$ cat src/shared/rcfa_pkg.sv
// constants, register map and helpers for the fault annunciator
`default_nettype none
package rcfa_pkg;
  // clock and timing
  localparam int CLK_MHZ     = 100;
  localparam int ACK_TO_US   = 200;
  localparam int ACK_TO_CYC  = ACK_TO_US * CLK_MHZ;
  localparam int MAX_RETRY   = 3;
  localparam int SILENCE_MS  = 1000;
  localparam int SILENCE_CYC = SILENCE_MS * CLK_MHZ * 1000;
  localparam int SEQ_WIN_MS  = 10;
  localparam int SEQ_WIN_CYC = SEQ_WIN_MS * CLK_MHZ * 1000;
  localparam int SLOT_MS     = 250;
  localparam int SLOT_CYC    = SLOT_MS * CLK_MHZ * 1000;
  localparam int FLASH_MS    = 500;
  localparam int FLASH_CYC   = FLASH_MS * CLK_MHZ * 1000;
  localparam int SEQ_STEPS   = 4;
  // register byte addresses
  localparam logic [7:0] A_CTRL  = 8'h00;
  localparam logic [7:0] A_FWVER = 8'h04;
  localparam logic [7:0] A_PEER  = 8'h08;
  localparam logic [7:0] A_TX    = 8'h0C;
  localparam logic [7:0] A_FAULT = 8'h10;
  localparam logic [7:0] A_CODE  = 8'h14;
  localparam logic [7:0] A_ALARM = 8'h18;
  localparam logic [7:0] A_LED   = 8'h1C;
  localparam logic [7:0] A_SEQ   = 8'h20;
  localparam logic [7:0] A_UCSD  = 8'h24;
  localparam logic [7:0] A_UCSC  = 8'h28;
  localparam logic [7:0] A_FCSD  = 8'h2C;
  localparam logic [7:0] A_FCSC  = 8'h30;
  // control fields
  localparam int CTL_MASTER  = 0;
  localparam int CTL_SAFE    = 1;
  localparam int CTL_ACK     = 2;
  localparam int CTL_CFG     = 3;
  localparam int CTL_CORRUPT = 4;
  localparam int PEER_SAFE   = 16;
  localparam int PEER_ONLINE = 17;
  localparam logic [31:0] RST_WORD = 32'h0000_0000;
  // fault bits, lower index wins the code
  localparam int F_SEQ  = 0;
  localparam int F_FCS  = 1;
  localparam int F_UCS  = 2;
  localparam int F_CFG  = 3;
  localparam int F_ACK  = 4;
  localparam int F_MSG  = 5;
  localparam int F_LINK = 6;
  localparam int F_SIL  = 7;
  localparam int F_FWM  = 8;
  localparam int F_SGM  = 9;
  localparam int F_NUM  = 10;
  // reply kinds on the sync link
  localparam logic [1:0] RX_ACK = 2'h1;
  localparam logic [1:0] RX_ERR = 2'h2;
  localparam logic [7:0] CRC_POLY = 8'h07;
  // tone slot masks, bit 7 first
  localparam logic [7:0] PAT_TEMPORAL = 8'hA8;
  localparam logic [7:0] PAT_SUPV     = 8'hF0;
  localparam logic [7:0] PAT_TRBL     = 8'h80;
  localparam logic [7:0] PAT_GAS      = 8'hCC;
  // indicator modes
  localparam logic [2:0] CM_CHAN   = 3'h0;
  localparam logic [2:0] CM_OFF    = 3'h1;
  localparam logic [2:0] CM_RED    = 3'h2;
  localparam logic [2:0] CM_ALT_RG = 3'h3;
  localparam logic [2:0] CM_ALT_RO = 3'h4;
  localparam logic [2:0] CH_OFF    = 3'h0;
  localparam logic [2:0] CH_GREEN  = 3'h1;
  localparam logic [2:0] CH_FL_GO  = 3'h2;
  localparam logic [2:0] CH_FL_RO  = 3'h3;
  localparam logic [2:0] CH_FL_RG  = 3'h4;

  typedef enum logic [1:0] {LK_IDLE, LK_SEND, LK_WAIT, LK_DEAD} rcfa_link_t;

  function automatic logic [7:0] rcfa_crc8(input logic [39:0] d);
    logic [7:0] c;
    c = 8'h00;
    for (int i = 39; i >= 0; i--)
      c = {c[6:0], 1'h0} ^ ((c[7] ^ d[i]) ? CRC_POLY : 8'h00);
    return c;
  endfunction
endpackage
`default_nettype wire

$ cat src/hdl/rcfa_top.sv
// fault supervision, sync-link retry engine, buzzer and status indicators
// Behaviour
// - master sends packets with CRC and number
// - no matching reply in time: resend
// - retries spent: ack fault, stop link
// - error reply sets invalid-message fault
// - bad step order: sequence fault, hand over
// - firmware versions differ: mismatch fault
// - safety-rated with unrated peer: fault
// - link problem or standby offline: fault
// - nothing heard on field network: fault
// - user program checksum wrong: fault
// - firmware checksum wrong: fault
// - unconfigured or corrupt configuration: fault
// - tone priority fire to normal
// - buzzer sounds until acknowledge or reset
// - one acknowledge silences all alarms
// - steady pattern drives state continuously
// - alternating indicators stay opposite
// - flashing indicators flash in phase
// - combined codes off, red, alternating
// - per-channel codes off, green, flashing
// - show highest-priority fault code
`default_nettype none
module rcfa_top #(
  parameter int unsigned ACK_CYC   = rcfa_pkg::ACK_TO_CYC,
  parameter int unsigned SIL_CYC   = rcfa_pkg::SILENCE_CYC,
  parameter int unsigned SEQ_CYC   = rcfa_pkg::SEQ_WIN_CYC,
  parameter int unsigned SLOT_CYC  = rcfa_pkg::SLOT_CYC,
  parameter int unsigned FLASH_CYC = rcfa_pkg::FLASH_CYC
) (
  // clock and reset
  input  wire logic        hclk,
  input  wire logic        hresetn,
  // ahb-lite slave
  input  wire logic        hsel,
  input  wire logic [31:0] haddr,
  input  wire logic [1:0]  htrans,
  input  wire logic        hwrite,
  input  wire logic [2:0]  hsize,
  input  wire logic [31:0] hwdata,
  input  wire logic        hready,
  output logic      [31:0] hrdata,
  output logic             hreadyout,
  output logic             hresp,
  // sync link to peer
  output logic             tx_tog,
  output logic      [31:0] tx_data,
  output logic      [7:0]  tx_tn,
  output logic      [7:0]  tx_crc,
  input  wire logic        rx_tog,
  input  wire logic [1:0]  rx_kind,
  input  wire logic [7:0]  rx_tn,
  input  wire logic        link_err,
  // field network backup path and panel
  input  wire logic        fb_peer_tog,
  input  wire logic        btn_ack,
  input  wire logic        btn_reset,
  // annunciation
  output logic             ctrl_takeover,
  output logic             buzzer,
  output logic             led_a_red,
  output logic             led_a_green,
  output logic             led_b_red,
  output logic             led_b_green
);
  import rcfa_pkg::*;

  logic [31:0] ctrl_r, fwver_r, peer_r, alarm_r, led_r;
  logic [F_NUM-1:0] fault_r, fset;
  logic [3:0]  code;
  rcfa_link_t  lk_r;
  logic [31:0] lk_tmr_r, sil_r, seq_tmr_r, slot_cnt_r, fl_cnt_r;
  logic [1:0]  retry_r, seq_exp_r;
  logic [2:0]  slot_r;
  logic        phase_r, buzz_r, takeover_r, buzzer_r;
  logic [31:0] txd_r;
  logic [7:0]  tn_r, crc_r;
  logic        tog_r;
  logic [1:0]  red_r, grn_r;

  // ahb slave: zero wait, read data fetched in address phase
  logic        acc, wr_pend_r;
  logic [7:0]  wa_r;
  logic [31:0] rd_val, rdata_r;
  assign acc = hsel && htrans[1] && hready;

  always_comb
  begin
    rd_val = RST_WORD;
    if (haddr[7:0] == A_CTRL) rd_val = ctrl_r;
    else if (haddr[7:0] == A_FWVER) rd_val = fwver_r;
    else if (haddr[7:0] == A_PEER) rd_val = peer_r;
    else if (haddr[7:0] == A_TX) rd_val = txd_r;
    else if (haddr[7:0] == A_FAULT) rd_val = {22'h00_0000, fault_r};
    else if (haddr[7:0] == A_CODE) rd_val = {24'h00_0000, retry_r, lk_r, code};
    else if (haddr[7:0] == A_ALARM) rd_val = alarm_r;
    else if (haddr[7:0] == A_LED) rd_val = led_r;
    else if (haddr[7:0] == A_SEQ) rd_val = {30'h0000_0000, seq_exp_r};
  end

  always_ff @(posedge hclk or negedge hresetn)
  begin
    if (!hresetn)
    begin
      wr_pend_r <= 1'h0;
      wa_r      <= 8'h00;
      rdata_r   <= RST_WORD;
    end
    else
    begin
      wr_pend_r <= acc && hwrite;
      if (acc) wa_r <= haddr[7:0];
      if (acc && !hwrite) rdata_r <= rd_val;
    end
  end

  logic w_ctrl, w_fw, w_peer, w_tx, w_flt, w_alm, w_led, w_seq;
  logic [1:0] w_csd, w_csc;
  assign w_ctrl = wr_pend_r && wa_r == A_CTRL;
  assign w_fw   = wr_pend_r && wa_r == A_FWVER;
  assign w_peer = wr_pend_r && wa_r == A_PEER;
  assign w_tx   = wr_pend_r && wa_r == A_TX;
  assign w_flt  = wr_pend_r && wa_r == A_FAULT;
  assign w_alm  = wr_pend_r && wa_r == A_ALARM;
  assign w_led  = wr_pend_r && wa_r == A_LED;
  assign w_seq  = wr_pend_r && wa_r == A_SEQ;
  assign w_csd  = {wr_pend_r && wa_r == A_FCSD, wr_pend_r && wa_r == A_UCSD};
  assign w_csc  = {wr_pend_r && wa_r == A_FCSC, wr_pend_r && wa_r == A_UCSC};

  always_ff @(posedge hclk or negedge hresetn)
  begin
    if (!hresetn)
    begin
      ctrl_r  <= RST_WORD;
      fwver_r <= RST_WORD;
      peer_r  <= RST_WORD;
      alarm_r <= RST_WORD;
      led_r   <= RST_WORD;
    end
    else
    begin
      if (w_ctrl) ctrl_r <= hwdata & 32'h0000_001B;
      if (w_fw) fwver_r <= {16'h0000, hwdata[15:0]};
      if (w_peer) peer_r <= {14'h0000, hwdata[17:0]};
      if (w_alm) alarm_r <= {27'h000_0000, hwdata[4:0]};
      if (w_led) led_r <= {23'h00_0000, hwdata[8:0]};
    end
  end

  // two-flop synchronisers for every sync link, field network and panel input
  logic [14:0] s1_r, s2_r;
  logic [3:0]  prev_r;
  logic        rx_ev, fb_ev, ack_ev, rst_ev;
  always_ff @(posedge hclk or negedge hresetn)
  begin
    if (!hresetn)
    begin
      s1_r   <= 15'h0000;
      s2_r   <= 15'h0000;
      prev_r <= 4'h0;
    end
    else
    begin
      s1_r   <= {rx_tog, rx_kind, rx_tn, link_err, fb_peer_tog, btn_ack, btn_reset};
      s2_r   <= s1_r;
      prev_r <= {s2_r[14], s2_r[2:0]};
    end
  end
  assign rx_ev  = s2_r[14] ^ prev_r[3];
  assign fb_ev  = s2_r[2] ^ prev_r[2];
  assign ack_ev = (s2_r[1] && !prev_r[1]) || (s2_r[0] && !prev_r[0]);

  // acknowledged packet engine
  logic rx_hit, tmo;
  assign rx_hit = rx_ev && s2_r[11:4] == tn_r;
  assign tmo    = lk_tmr_r == ACK_CYC - 1;
  always_ff @(posedge hclk or negedge hresetn)
  begin
    if (!hresetn)
    begin
      lk_r     <= LK_IDLE;
      lk_tmr_r <= RST_WORD;
      retry_r  <= 2'h0;
      txd_r    <= RST_WORD;
      tn_r     <= 8'h00;
      crc_r    <= 8'h00;
      tog_r    <= 1'h0;
    end
    else
    begin
      case (lk_r)
        LK_IDLE:
          if (w_tx && ctrl_r[CTL_MASTER])
          begin
            txd_r   <= hwdata;
            tn_r    <= tn_r + 8'h01;
            crc_r   <= rcfa_crc8({hwdata, tn_r + 8'h01});
            retry_r <= 2'h0;
            lk_r    <= LK_SEND;
          end
        LK_SEND:
        begin
          tog_r    <= ~tog_r;
          lk_tmr_r <= RST_WORD;
          lk_r     <= LK_WAIT;
        end
        LK_WAIT:
        begin
          lk_tmr_r <= lk_tmr_r + 32'h1;
          if (rx_hit) lk_r <= LK_IDLE;
          else if (tmo && retry_r != 2'(MAX_RETRY))
          begin
            retry_r <= retry_r + 2'h1;
            lk_r    <= LK_SEND;
          end
          else if (tmo) lk_r <= LK_DEAD;
        end
        LK_DEAD:
          if (!fault_r[F_ACK]) lk_r <= LK_IDLE;
        default: lk_r <= LK_IDLE;
      endcase
    end
  end
  assign fset[F_ACK] = lk_r == LK_WAIT && tmo && !rx_hit && retry_r == 2'(MAX_RETRY);
  assign fset[F_MSG] = lk_r == LK_WAIT && rx_hit && s2_r[13:12] == RX_ERR;

  // program flow: checkpoints in order, each within a window
  logic seq_bad;
  assign seq_bad = (w_seq && hwdata[1:0] != seq_exp_r) || seq_tmr_r == SEQ_CYC - 1;
  always_ff @(posedge hclk or negedge hresetn)
  begin
    if (!hresetn)
    begin
      seq_exp_r <= 2'h0;
      seq_tmr_r <= RST_WORD;
    end
    else if (!ctrl_r[CTL_MASTER] || w_seq)
    begin
      seq_tmr_r <= RST_WORD;
      if (w_seq) seq_exp_r <= seq_exp_r + 2'h1;
    end
    else if (seq_tmr_r != SEQ_CYC - 1) seq_tmr_r <= seq_tmr_r + 32'h1;
  end
  assign fset[F_SEQ] = seq_bad && ctrl_r[CTL_MASTER];

  // running checksums: index 0 user program, 1 firmware image
  logic [31:0] cs_acc_r [2];
  logic [1:0]  cs_bad;
  for (genvar g = 0; g < 2; g++)
  begin : g_cs
    always_ff @(posedge hclk or negedge hresetn)
    begin
      if (!hresetn) cs_acc_r[g] <= RST_WORD;
      else if (w_csc[g]) cs_acc_r[g] <= RST_WORD;
      else if (w_csd[g]) cs_acc_r[g] <= cs_acc_r[g] + hwdata;
    end
    assign cs_bad[g] = w_csc[g] && hwdata != cs_acc_r[g];
  end
  assign fset[F_UCS] = cs_bad[0];
  assign fset[F_FCS] = cs_bad[1];

  // peer silence on the field network
  always_ff @(posedge hclk or negedge hresetn)
  begin
    if (!hresetn) sil_r <= RST_WORD;
    else if (fb_ev) sil_r <= RST_WORD;
    else if (sil_r != SIL_CYC) sil_r <= sil_r + 32'h1;
  end
  assign fset[F_SIL]  = sil_r == SIL_CYC;
  assign fset[F_CFG]  = !ctrl_r[CTL_CFG] || ctrl_r[CTL_CORRUPT];
  assign fset[F_LINK] = s2_r[3] || (ctrl_r[CTL_MASTER] && !peer_r[PEER_ONLINE]);
  assign fset[F_FWM]  = peer_r[PEER_ONLINE] && fwver_r[15:0] != peer_r[15:0];
  assign fset[F_SGM]  = peer_r[PEER_ONLINE] && ctrl_r[CTL_SAFE] && !peer_r[PEER_SAFE];

  // sticky faults, write one to clear, a new set wins
  always_ff @(posedge hclk or negedge hresetn)
  begin
    if (!hresetn) fault_r <= '0;
    else fault_r <= (fault_r & ~(w_flt ? hwdata[F_NUM-1:0] : '0)) | fset;
  end

  always_comb
  begin
    code = 4'h0;
    for (int i = F_NUM - 1; i >= 0; i--)
      if (fault_r[i]) code = 4'(i + 1);
  end

  always_ff @(posedge hclk or negedge hresetn)
  begin
    if (!hresetn) takeover_r <= 1'h0;
    else takeover_r <= fault_r[F_SEQ];
  end

  // buzzer latch, tone select and pattern
  logic [4:0] cond, cond_prev_r;
  logic [7:0] pat;
  assign cond = {alarm_r[4], alarm_r[3], alarm_r[2] || |fault_r, alarm_r[1:0]};
  always_comb
  begin
    if (cond[0]) pat = PAT_TEMPORAL;
    else if (cond[1]) pat = PAT_SUPV;
    else if (cond[2]) pat = PAT_TRBL;
    else if (cond[3] || cond[4]) pat = PAT_GAS;
    else pat = 8'h00;
  end
  always_ff @(posedge hclk or negedge hresetn)
  begin
    if (!hresetn)
    begin
      cond_prev_r <= 5'h00;
      buzz_r      <= 1'h0;
    end
    else
    begin
      cond_prev_r <= cond;
      if (|(cond & ~cond_prev_r)) buzz_r <= 1'h1;
      else if (ack_ev || (w_ctrl && hwdata[CTL_ACK])) buzz_r <= 1'h0;
    end
  end
  always_ff @(posedge hclk or negedge hresetn)
  begin
    if (!hresetn)
    begin
      slot_cnt_r <= RST_WORD;
      slot_r     <= 3'h0;
      fl_cnt_r   <= RST_WORD;
      phase_r    <= 1'h0;
      buzzer_r   <= 1'h0;
    end
    else
    begin
      slot_cnt_r <= (slot_cnt_r == SLOT_CYC - 1) ? RST_WORD : slot_cnt_r + 32'h1;
      if (slot_cnt_r == SLOT_CYC - 1) slot_r <= slot_r + 3'h1;
      fl_cnt_r <= (fl_cnt_r == FLASH_CYC - 1) ? RST_WORD : fl_cnt_r + 32'h1;
      if (fl_cnt_r == FLASH_CYC - 1) phase_r <= ~phase_r;
      buzzer_r <= buzz_r && pat[3'h7 - slot_r];
    end
  end

  // status indicators, one shared phase, inverted for channel b in the alternating modes
  for (genvar c = 0; c < 2; c++)
  begin : g_led
    logic [2:0] chm;
    logic [1:0] rg;
    logic       ph;
    assign chm = led_r[3 * c + 5 -: 3];
    assign ph  = (c == 0) ? phase_r : ~phase_r;
    always_comb
    begin
      rg = 2'h0;
      case (led_r[2:0])
        CM_OFF: rg = 2'h0;
        CM_RED: rg = 2'h2;
        CM_ALT_RG: rg = ph ? 2'h2 : 2'h1;
        CM_ALT_RO: rg = ph ? 2'h2 : 2'h0;
        default:
          case (chm)
            CH_GREEN: rg = 2'h1;
            CH_FL_GO: rg = phase_r ? 2'h1 : 2'h0;
            CH_FL_RO: rg = phase_r ? 2'h2 : 2'h0;
            CH_FL_RG: rg = phase_r ? 2'h2 : 2'h1;
            default: rg = 2'h0;
          endcase
      endcase
    end
    always_ff @(posedge hclk or negedge hresetn)
    begin
      if (!hresetn)
      begin
        red_r[c] <= 1'h0;
        grn_r[c] <= 1'h0;
      end
      else
      begin
        red_r[c] <= rg[1];
        grn_r[c] <= rg[0];
      end
    end
  end

  assign hrdata        = rdata_r;
  assign hreadyout     = 1'h1;
  assign hresp         = 1'h0;
  assign tx_tog        = tog_r;
  assign tx_data       = txd_r;
  assign tx_tn         = tn_r;
  assign tx_crc        = crc_r;
  assign ctrl_takeover = takeover_r;
  assign buzzer        = buzzer_r;
  assign led_a_red     = red_r[0];
  assign led_a_green   = grn_r[0];
  assign led_b_red     = red_r[1];
  assign led_b_green   = grn_r[1];
endmodule
`default_nettype wire

$ cat config.mk
export PLATFORM = sky130hd
export DESIGN_NAME = rcfa_top
export DESIGN_NICKNAME = d
export VERILOG_FILES = /design/src/shared/rcfa_pkg.sv /design/src/hdl/rcfa_top.sv
export SDC_FILE = /design/constraint.sdc
export NUM_CORES = 1
export LEC_CHECK = 0
export BUFFER_PORTS_ARGS = -buffer_cell sky130_fd_sc_hd__buf_2
export CORE_MARGIN = 1.5
export CORE_UTILIZATION = 29
export DETAILED_ROUTE_END_ITERATION = 10
export GPL_ROUTABILITY_DRIVEN = 1
export GPL_TIMING_DRIVEN = 0
export PLACE_DENSITY = 0.48
export SLEW_MARGIN = 20
export SYNTH_ARGS = -nofsm -noshare
export SYNTH_HDL_FRONTEND = slang
export SYNTH_SLANG_ARGS = --single-unit
$ cat constraint.sdc
create_clock -name hclk -period 4.1 [get_ports hclk]
set_input_delay 1.025 -clock hclk [delete_from_list [all_inputs] [get_ports hclk]]
set_output_delay 1.025 -clock hclk [all_outputs]
set_load 0.02 [all_outputs]
### Yosys cells after proc, flatten, opt, wreduce, memory -nomap -nowiden

Index checks and enable logic that the tools add are counted.

| word-level totals | value |
|---|---|
| input port bits | 89 |
| register bits after elaboration | 432 |
| word-level logic and storage cells | 356 |
| output and inout port bits | 89 |

| cells by class | value |
|---|---|
| add/sub/neg operators | 12 |
| mux-type cells | 98 |
| bitwise gates (word level) | 87 |
| equal/unequal tests | 54 |
| magnitude comparators | 1 |
| reduce and logical (&&, ||, !) cells | 68 |

Operators by type and width:

| kind | count |
|---|---|
| $mux 32 | 15 |
| $xor 8x3->8 | 35 |
| $add 32x1->32 const B | 5 |
| $mux 3 | 40 |
| $add 32x32->32 | 2 |
| $ne 32x32->1 | 2 |
| $pmux 32 s2 | 1 |
| $eq 8x5->1 const B | 7 |
| $eq 8x6->1 const B | 6 |
| $mux 4 | 10 |
| $pmux 2 s4 | 5 |
| $logic_and 1x1->1 | 36 |
| $xor 1x1->1 | 36 |
| $eq 32x15->1 const B | 1 |
| $eq 32x20->1 const B | 1 |
| $eq 32x25->1 const B | 1 |
| $eq 32x26->1 const B | 1 |
| $eq 32x27->1 const B | 1 |
| $eq 8x4->1 const B | 4 |
| $mux 8 | 4 |
| $ne 32x20->1 const B | 1 |
| $ne 32x27->1 const B | 1 |
| $mux 9 | 3 |
| $mux 2 | 13 |
| 41 further kinds | 89 |

### Logic depth before layout (Yosys ltp)

| depth | value |
|---|---|
| depth after elaboration | 109 |
| depth in mapped cells | 12 |
| depth with buffers taken out | 12 |

### Worst setup path after synthesis

Ideal clock, no wire load.

| timing | value |
|---|---|
| path type | input to register |
| start point | input port hwdata[0] |
| end point | register cs_acc_r[56] (netlist name) |
| stages on the path | 12 |
| buffers on the path | 0 |
| setup slack | 0.562 ns |
| setup time | 0.122 ns |
| data arrival time | 3.417 ns |
| data required time | 3.978 ns |
| path through | ha_1 -> fa_1 -> a21o_1 -> a221o_1 -> nand2_1 -> a211oi_1 -> o21ai_1 -> a21boi_1 -> o21a_1 -> o21a_1 -> or3_1 -> a32o_1 |

| between the ends | value |
|---|---|
| longest elaborated chain between the ends | 3 |

Ends and longest elaborated chain:

| item | line | text |
|---|---|---|
| start, declared | rcfa_top.sv:41 | `input wire logic [31:0] hwdata,` |
| $add 32x32->32 | rcfa_top.sv:256 | `else if (w_csd[g]) cs_acc_r[g] <= cs_acc_r[g] + hwdata;` |
| $mux 32 | rcfa_top.sv:256 |  |
| $mux 32 | rcfa_top.sv:255 | `else if (w_csc[g]) cs_acc_r[g] <= RST_WORD;` |
| end signal, assigned by index | rcfa_top.sv:256 |  |
| end, declared | rcfa_top.sv:248 | `logic [31:0] cs_acc_r [2];` |

No other way between the ends. The select of a mux whose other input is x is not followed.
A chain may end at the register's enable or synchronous reset.

### Final worst setup path

| timing | value |
|---|---|
| start point | input port hwdata[12] |
| end point | register cs_acc_r[31] (netlist name) |

Same word-level chain as after synthesis.

==> flow_metrics.tcl <==
set metrics [dict create \
    post_cts_buffers 0 \
    ant_nets 0 \
    antenna_found_initial 6 \
    crit_path_end_kind "flop" \
    multi_input_area_sq_um 11500 \
    cp.required_ps 4640 \
    synth_area_per_cell_sq_um 10.0 \
    fin_crit_ps 3560 \
    drv_slew 0 \
    drt-initial-drc-count 972 \
    root_buffer "clkbuf_16" \
    syn_area_sq_um 22800 \
    synthSimpleGateAreaFrac_pct 16.9 \
    slowest_stage "or4b_1" \
    leakage_nw 11.9 \
    critical_path_buf_inv_count 2 \
    synth-seq-cells 432 \
    tightestPinTransition_ps 1050 \
    cap_violations 0 \
    htree_levels 2 \
    wl_met2_microns 30900 \
    finalHoldViolations 0 \
    clkTransAtPathRegs_ps 60 \
    boundaryPins 178 \
    post_cts_resized 0 \
    r2r_cells 11 \
    relSlewSlack_pct 29.7 \
    overflow 0 \
    grt_pass1_wl_microns 104000 \
    fin_crit_sh_pct 86.8 \
    hold_path.class "in2async" \
    vias_per_cell 4.87 \
    p_per_area_nw_per_um2 460 \
    cts.sink_count 432 \
    reg2reg_setup_slack_ps 770 \
    async_flop_share_pct 100 \
    total_power_mw 12.3 \
    top_layer_used "met5" \
    initial_utilization_pct 29.4 \
    peakVddDrop_uv 317 \
    grt_use_total_pct 16.6 \
    route.layer.met1.wl_microns 30700 \
    synth_fa_ha_area_share_pct 4.29 \
    fin_hold_ws_ps 227 \
    ys_seq_area_share_pct 47.4 \
    fillers 8062 \
    grt_pass1_vias 17500 \
    cp_cell_sequence "buf_2, ha_1, clkbuf_1, a21o_1, a21o_1, a221oi_1, o22ai_1, nor4_1, nor2_1, or4b_1, a21o_1, nand3_1, mux2i_1" \
    setup_viol 0 \
    vias 17400 \
    rows 102 \
    dp_worst_setup_slack_ps -78.2 \
    status "finished, final reports clean" \
    clock_latency_ps 620 \
    finClkSkew_ps 37.5 \
    dr.pass1.iters 5 \
    ys_types 71 \
    clockBufferDepth 3 \
    synth_edf_count 0 \
    tritoncts "yes" \
    synthFlopType "dfrtp_1" \
    hpwl_microns 48900 \
    crit_fanout 7 \
    wl_per_cell_microns 18.8 \
    wl_met3_microns 3220 \
    setup_slack_ps 541 \
    drive_gt1_share_pct 14.1 \
    core-area_sq_um 77600 \
    syn_to_final_growth_pct 17.5 \
    synth.mux.area_fraction_pct 5.13 \
    crit_family "compound AO/OA/AOI/OAI gates" \
    crit_arrival_ps 4100 \
    yosys.area_share.xor_xnor_pct 13.3 \
    drc_errors 0 \
    synth_cells 2275 \
    cpPeakStageDelay_ps 540 \
    critPathLaunchType "input pin" \
    dieWidth_microns 283 \
    cts_buffers 53 \
    fin_util_pct 34.5 \
    synth_warnings 0 \
    synth_compound_area_share_pct 10.9 \
    die_area_sq_um 80300 \
    r2r-end "cs_acc_r[31]$_DFFE_PN0P_" \
    gp_congestion 0.873 \
    regArea_sq_um 10800 \
    fmax_ghz 0.281 \
    wl_microns 66900 \
    postCtsHoldBufs 0 \
    io_buffers 147 \
    die_h_microns 283 \
    grt_start_max_net_pins 99 \
    syn_nets 2441 \
    cpMostUsedCell "a21o_1" \
    synth_top_family_by_area "simple AND/OR/NAND/NOR gates" \
    grt_setup_unrepaired "no" \
    nets 2648 \
    reg2reg_from "cs_acc_r[1]$_DFFE_PN0P_" \
    path_class "in2reg" \
]
-- per-stage QoR --
stage               area [sq um]  std cells  setup TNS [ps]
floorplan                  22800       2275               0
global placement           24800       3462        -3059530
detailed placement         25000       3467           -78.2
CTS                        26800       3564               0
global route               26800       3565               0
finish                     26800       3566               0
-- area by class of cell --
class,instances,share of cell area (%)
multi-input cells,1722,43.1
plain buffers,80,1.15
repair buffers,152,3.30
flip-flops and latches,432,40.4
inverters,41,0.575
clock buffers,73,5.80
well taps,1040,4.86
diodes,2,0.0187
clock inverters,24,0.883
-- logic make-up (layout without fill, tap and decap cells) --
family,count (synthesis),in the layout
buffers and inverters,121,370
AOI/OAI and AO/OA,394,394
DFF,432,432
xor gates and xnor gates,333,333
other,2,4
muxes,105,105
and+or+nand+nor,811,811
adders and majority gates,77,77
-- power by group --
| group | internal, mW | switching, mW |
|---|---|---|
| Sequential | 4.46 | 0.168 |
| Combinational | 1.25 | 1.63 |
| Clock | 2.88 | 1.93 |
-- cells in the mapped netlist (5+ instances only) --
master | count | area [sq um]
xnor2_1 | 156 | 1370
o21a_1 | 12 | 90.1
inv_1 | 41 | 154
xnor2_2 | 5 | 81.3
a22o_1 | 20 | 175
a31oi_1 | 12 | 75.1
dfrtp_1 | 432 | 10800
a21o_1 | 43 | 323
nor4_1 | 38 | 238
mux2i_1 | 10 | 100
nor3b_1 | 6 | 45.0
a211oi_1 | 9 | 67.6
o21ai_0 | 114 | 571
nor4b_1 | 10 | 87.6
clkbuf_1 | 69 | 259
nand3_1 | 86 | 430
nand2_1 | 242 | 908
buf_1 | 8 | 30.0
nand2b_1 | 16 | 100
o21bai_1 | 11 | 82.6
a21oi_1 | 89 | 445
nand4_1 | 39 | 244
and3_1 | 50 | 313
ha_1 | 75 | 938
and2_1 | 12 | 75.1
nor2b_1 | 16 | 100
and4_1 | 10 | 87.6
xor2_1 | 167 | 1460
or3_1 | 16 | 100
o31ai_1 | 9 | 67.6
a221oi_1 | 11 | 96.3
nor3_1 | 39 | 195
o21ai_1 | 13 | 65.1
nor2_1 | 217 | 815
a22oi_1 | 9 | 67.6
mux2_2 | 95 | 1070
o22ai_1 | 7 | 43.8
-- sequential cells by signal, summed over array words and instances (netlist names), 4 cells and up --
signal / flops
alarm_r: 5
s1_r: 15
seq_tmr_r: 32
cond_prev_r: 5
tx_crc: 8
peer_r: 18
hrdata: 32
prev_r: 4
wa_r: 8
fault_r: 10
cs_acc_r: 64
fwver_r: 16
lk_tmr_r: 32
slot_cnt_r: 32
tx_tn: 8
fl_cnt_r: 32
ctrl_r: 4
s2_r: 15
led_r: 9
sil_r: 32
tx_data: 32
-- layer usage --
layer,up-vias,GRT usage [%]
met1,8524,22.2
met4,4,5.35
met5,-,0
met2,350,26.9
met3,110,3.31
li1,8388,-
-- layout by cell type, fill, tap and decap left out, types with 43 or more instances in the layout --
cell type | Yosys | routed
and3_1 | 50 | 50
nor2_1 | 217 | 217
a21oi_1 | 89 | 89
a21o_1 | 43 | 43
mux2_2 | 95 | 95
xor2_1 | 167 | 167
clkbuf_16 | 0 | 54
xnor2_1 | 156 | 156
clkbuf_1 | 69 | 75
dfrtp_1 | 432 | 432
buf_2 | 1 | 147
ha_1 | 75 | 75
nand2_1 | 242 | 242
nand3_1 | 86 | 86
o21ai_0 | 114 | 114
-- worst register-to-register path: stages (launching register included) --
cell and delay [ps]:
dfrtp_1 420, ha_1 310, a21o_1 180, a21o_1 210, a211oi_1 530, nor4_1 160, nor4_1 330, nor2_1 120
or4b_1 540, a21o_1 180, nand3_1 90, mux2i_1 180
-- worst max path at each step --
stage,end,depth (start not counted),slack (ps),startpoint
after floorplan,cs_acc_r[56]$_DFFE_PN0P_,12,560,hwdata[0]
after global placement,prev_r[2]$_DFF_PN0_,1,-7130,hresetn
after detailed placement,cs_acc_r[31]$_DFFE_PN0P_,13,-80,hwdata[12]
after CTS,cs_acc_r[31]$_DFFE_PN0P_,13,580,hwdata[12]
after global routing,cs_acc_r[31]$_DFFE_PN0P_,13,380,hwdata[12]
final,cs_acc_r[31]$_DFFE_PN0P_,13,540,hwdata[12]
No activity file was read; power rests on OpenSTA's default activity.
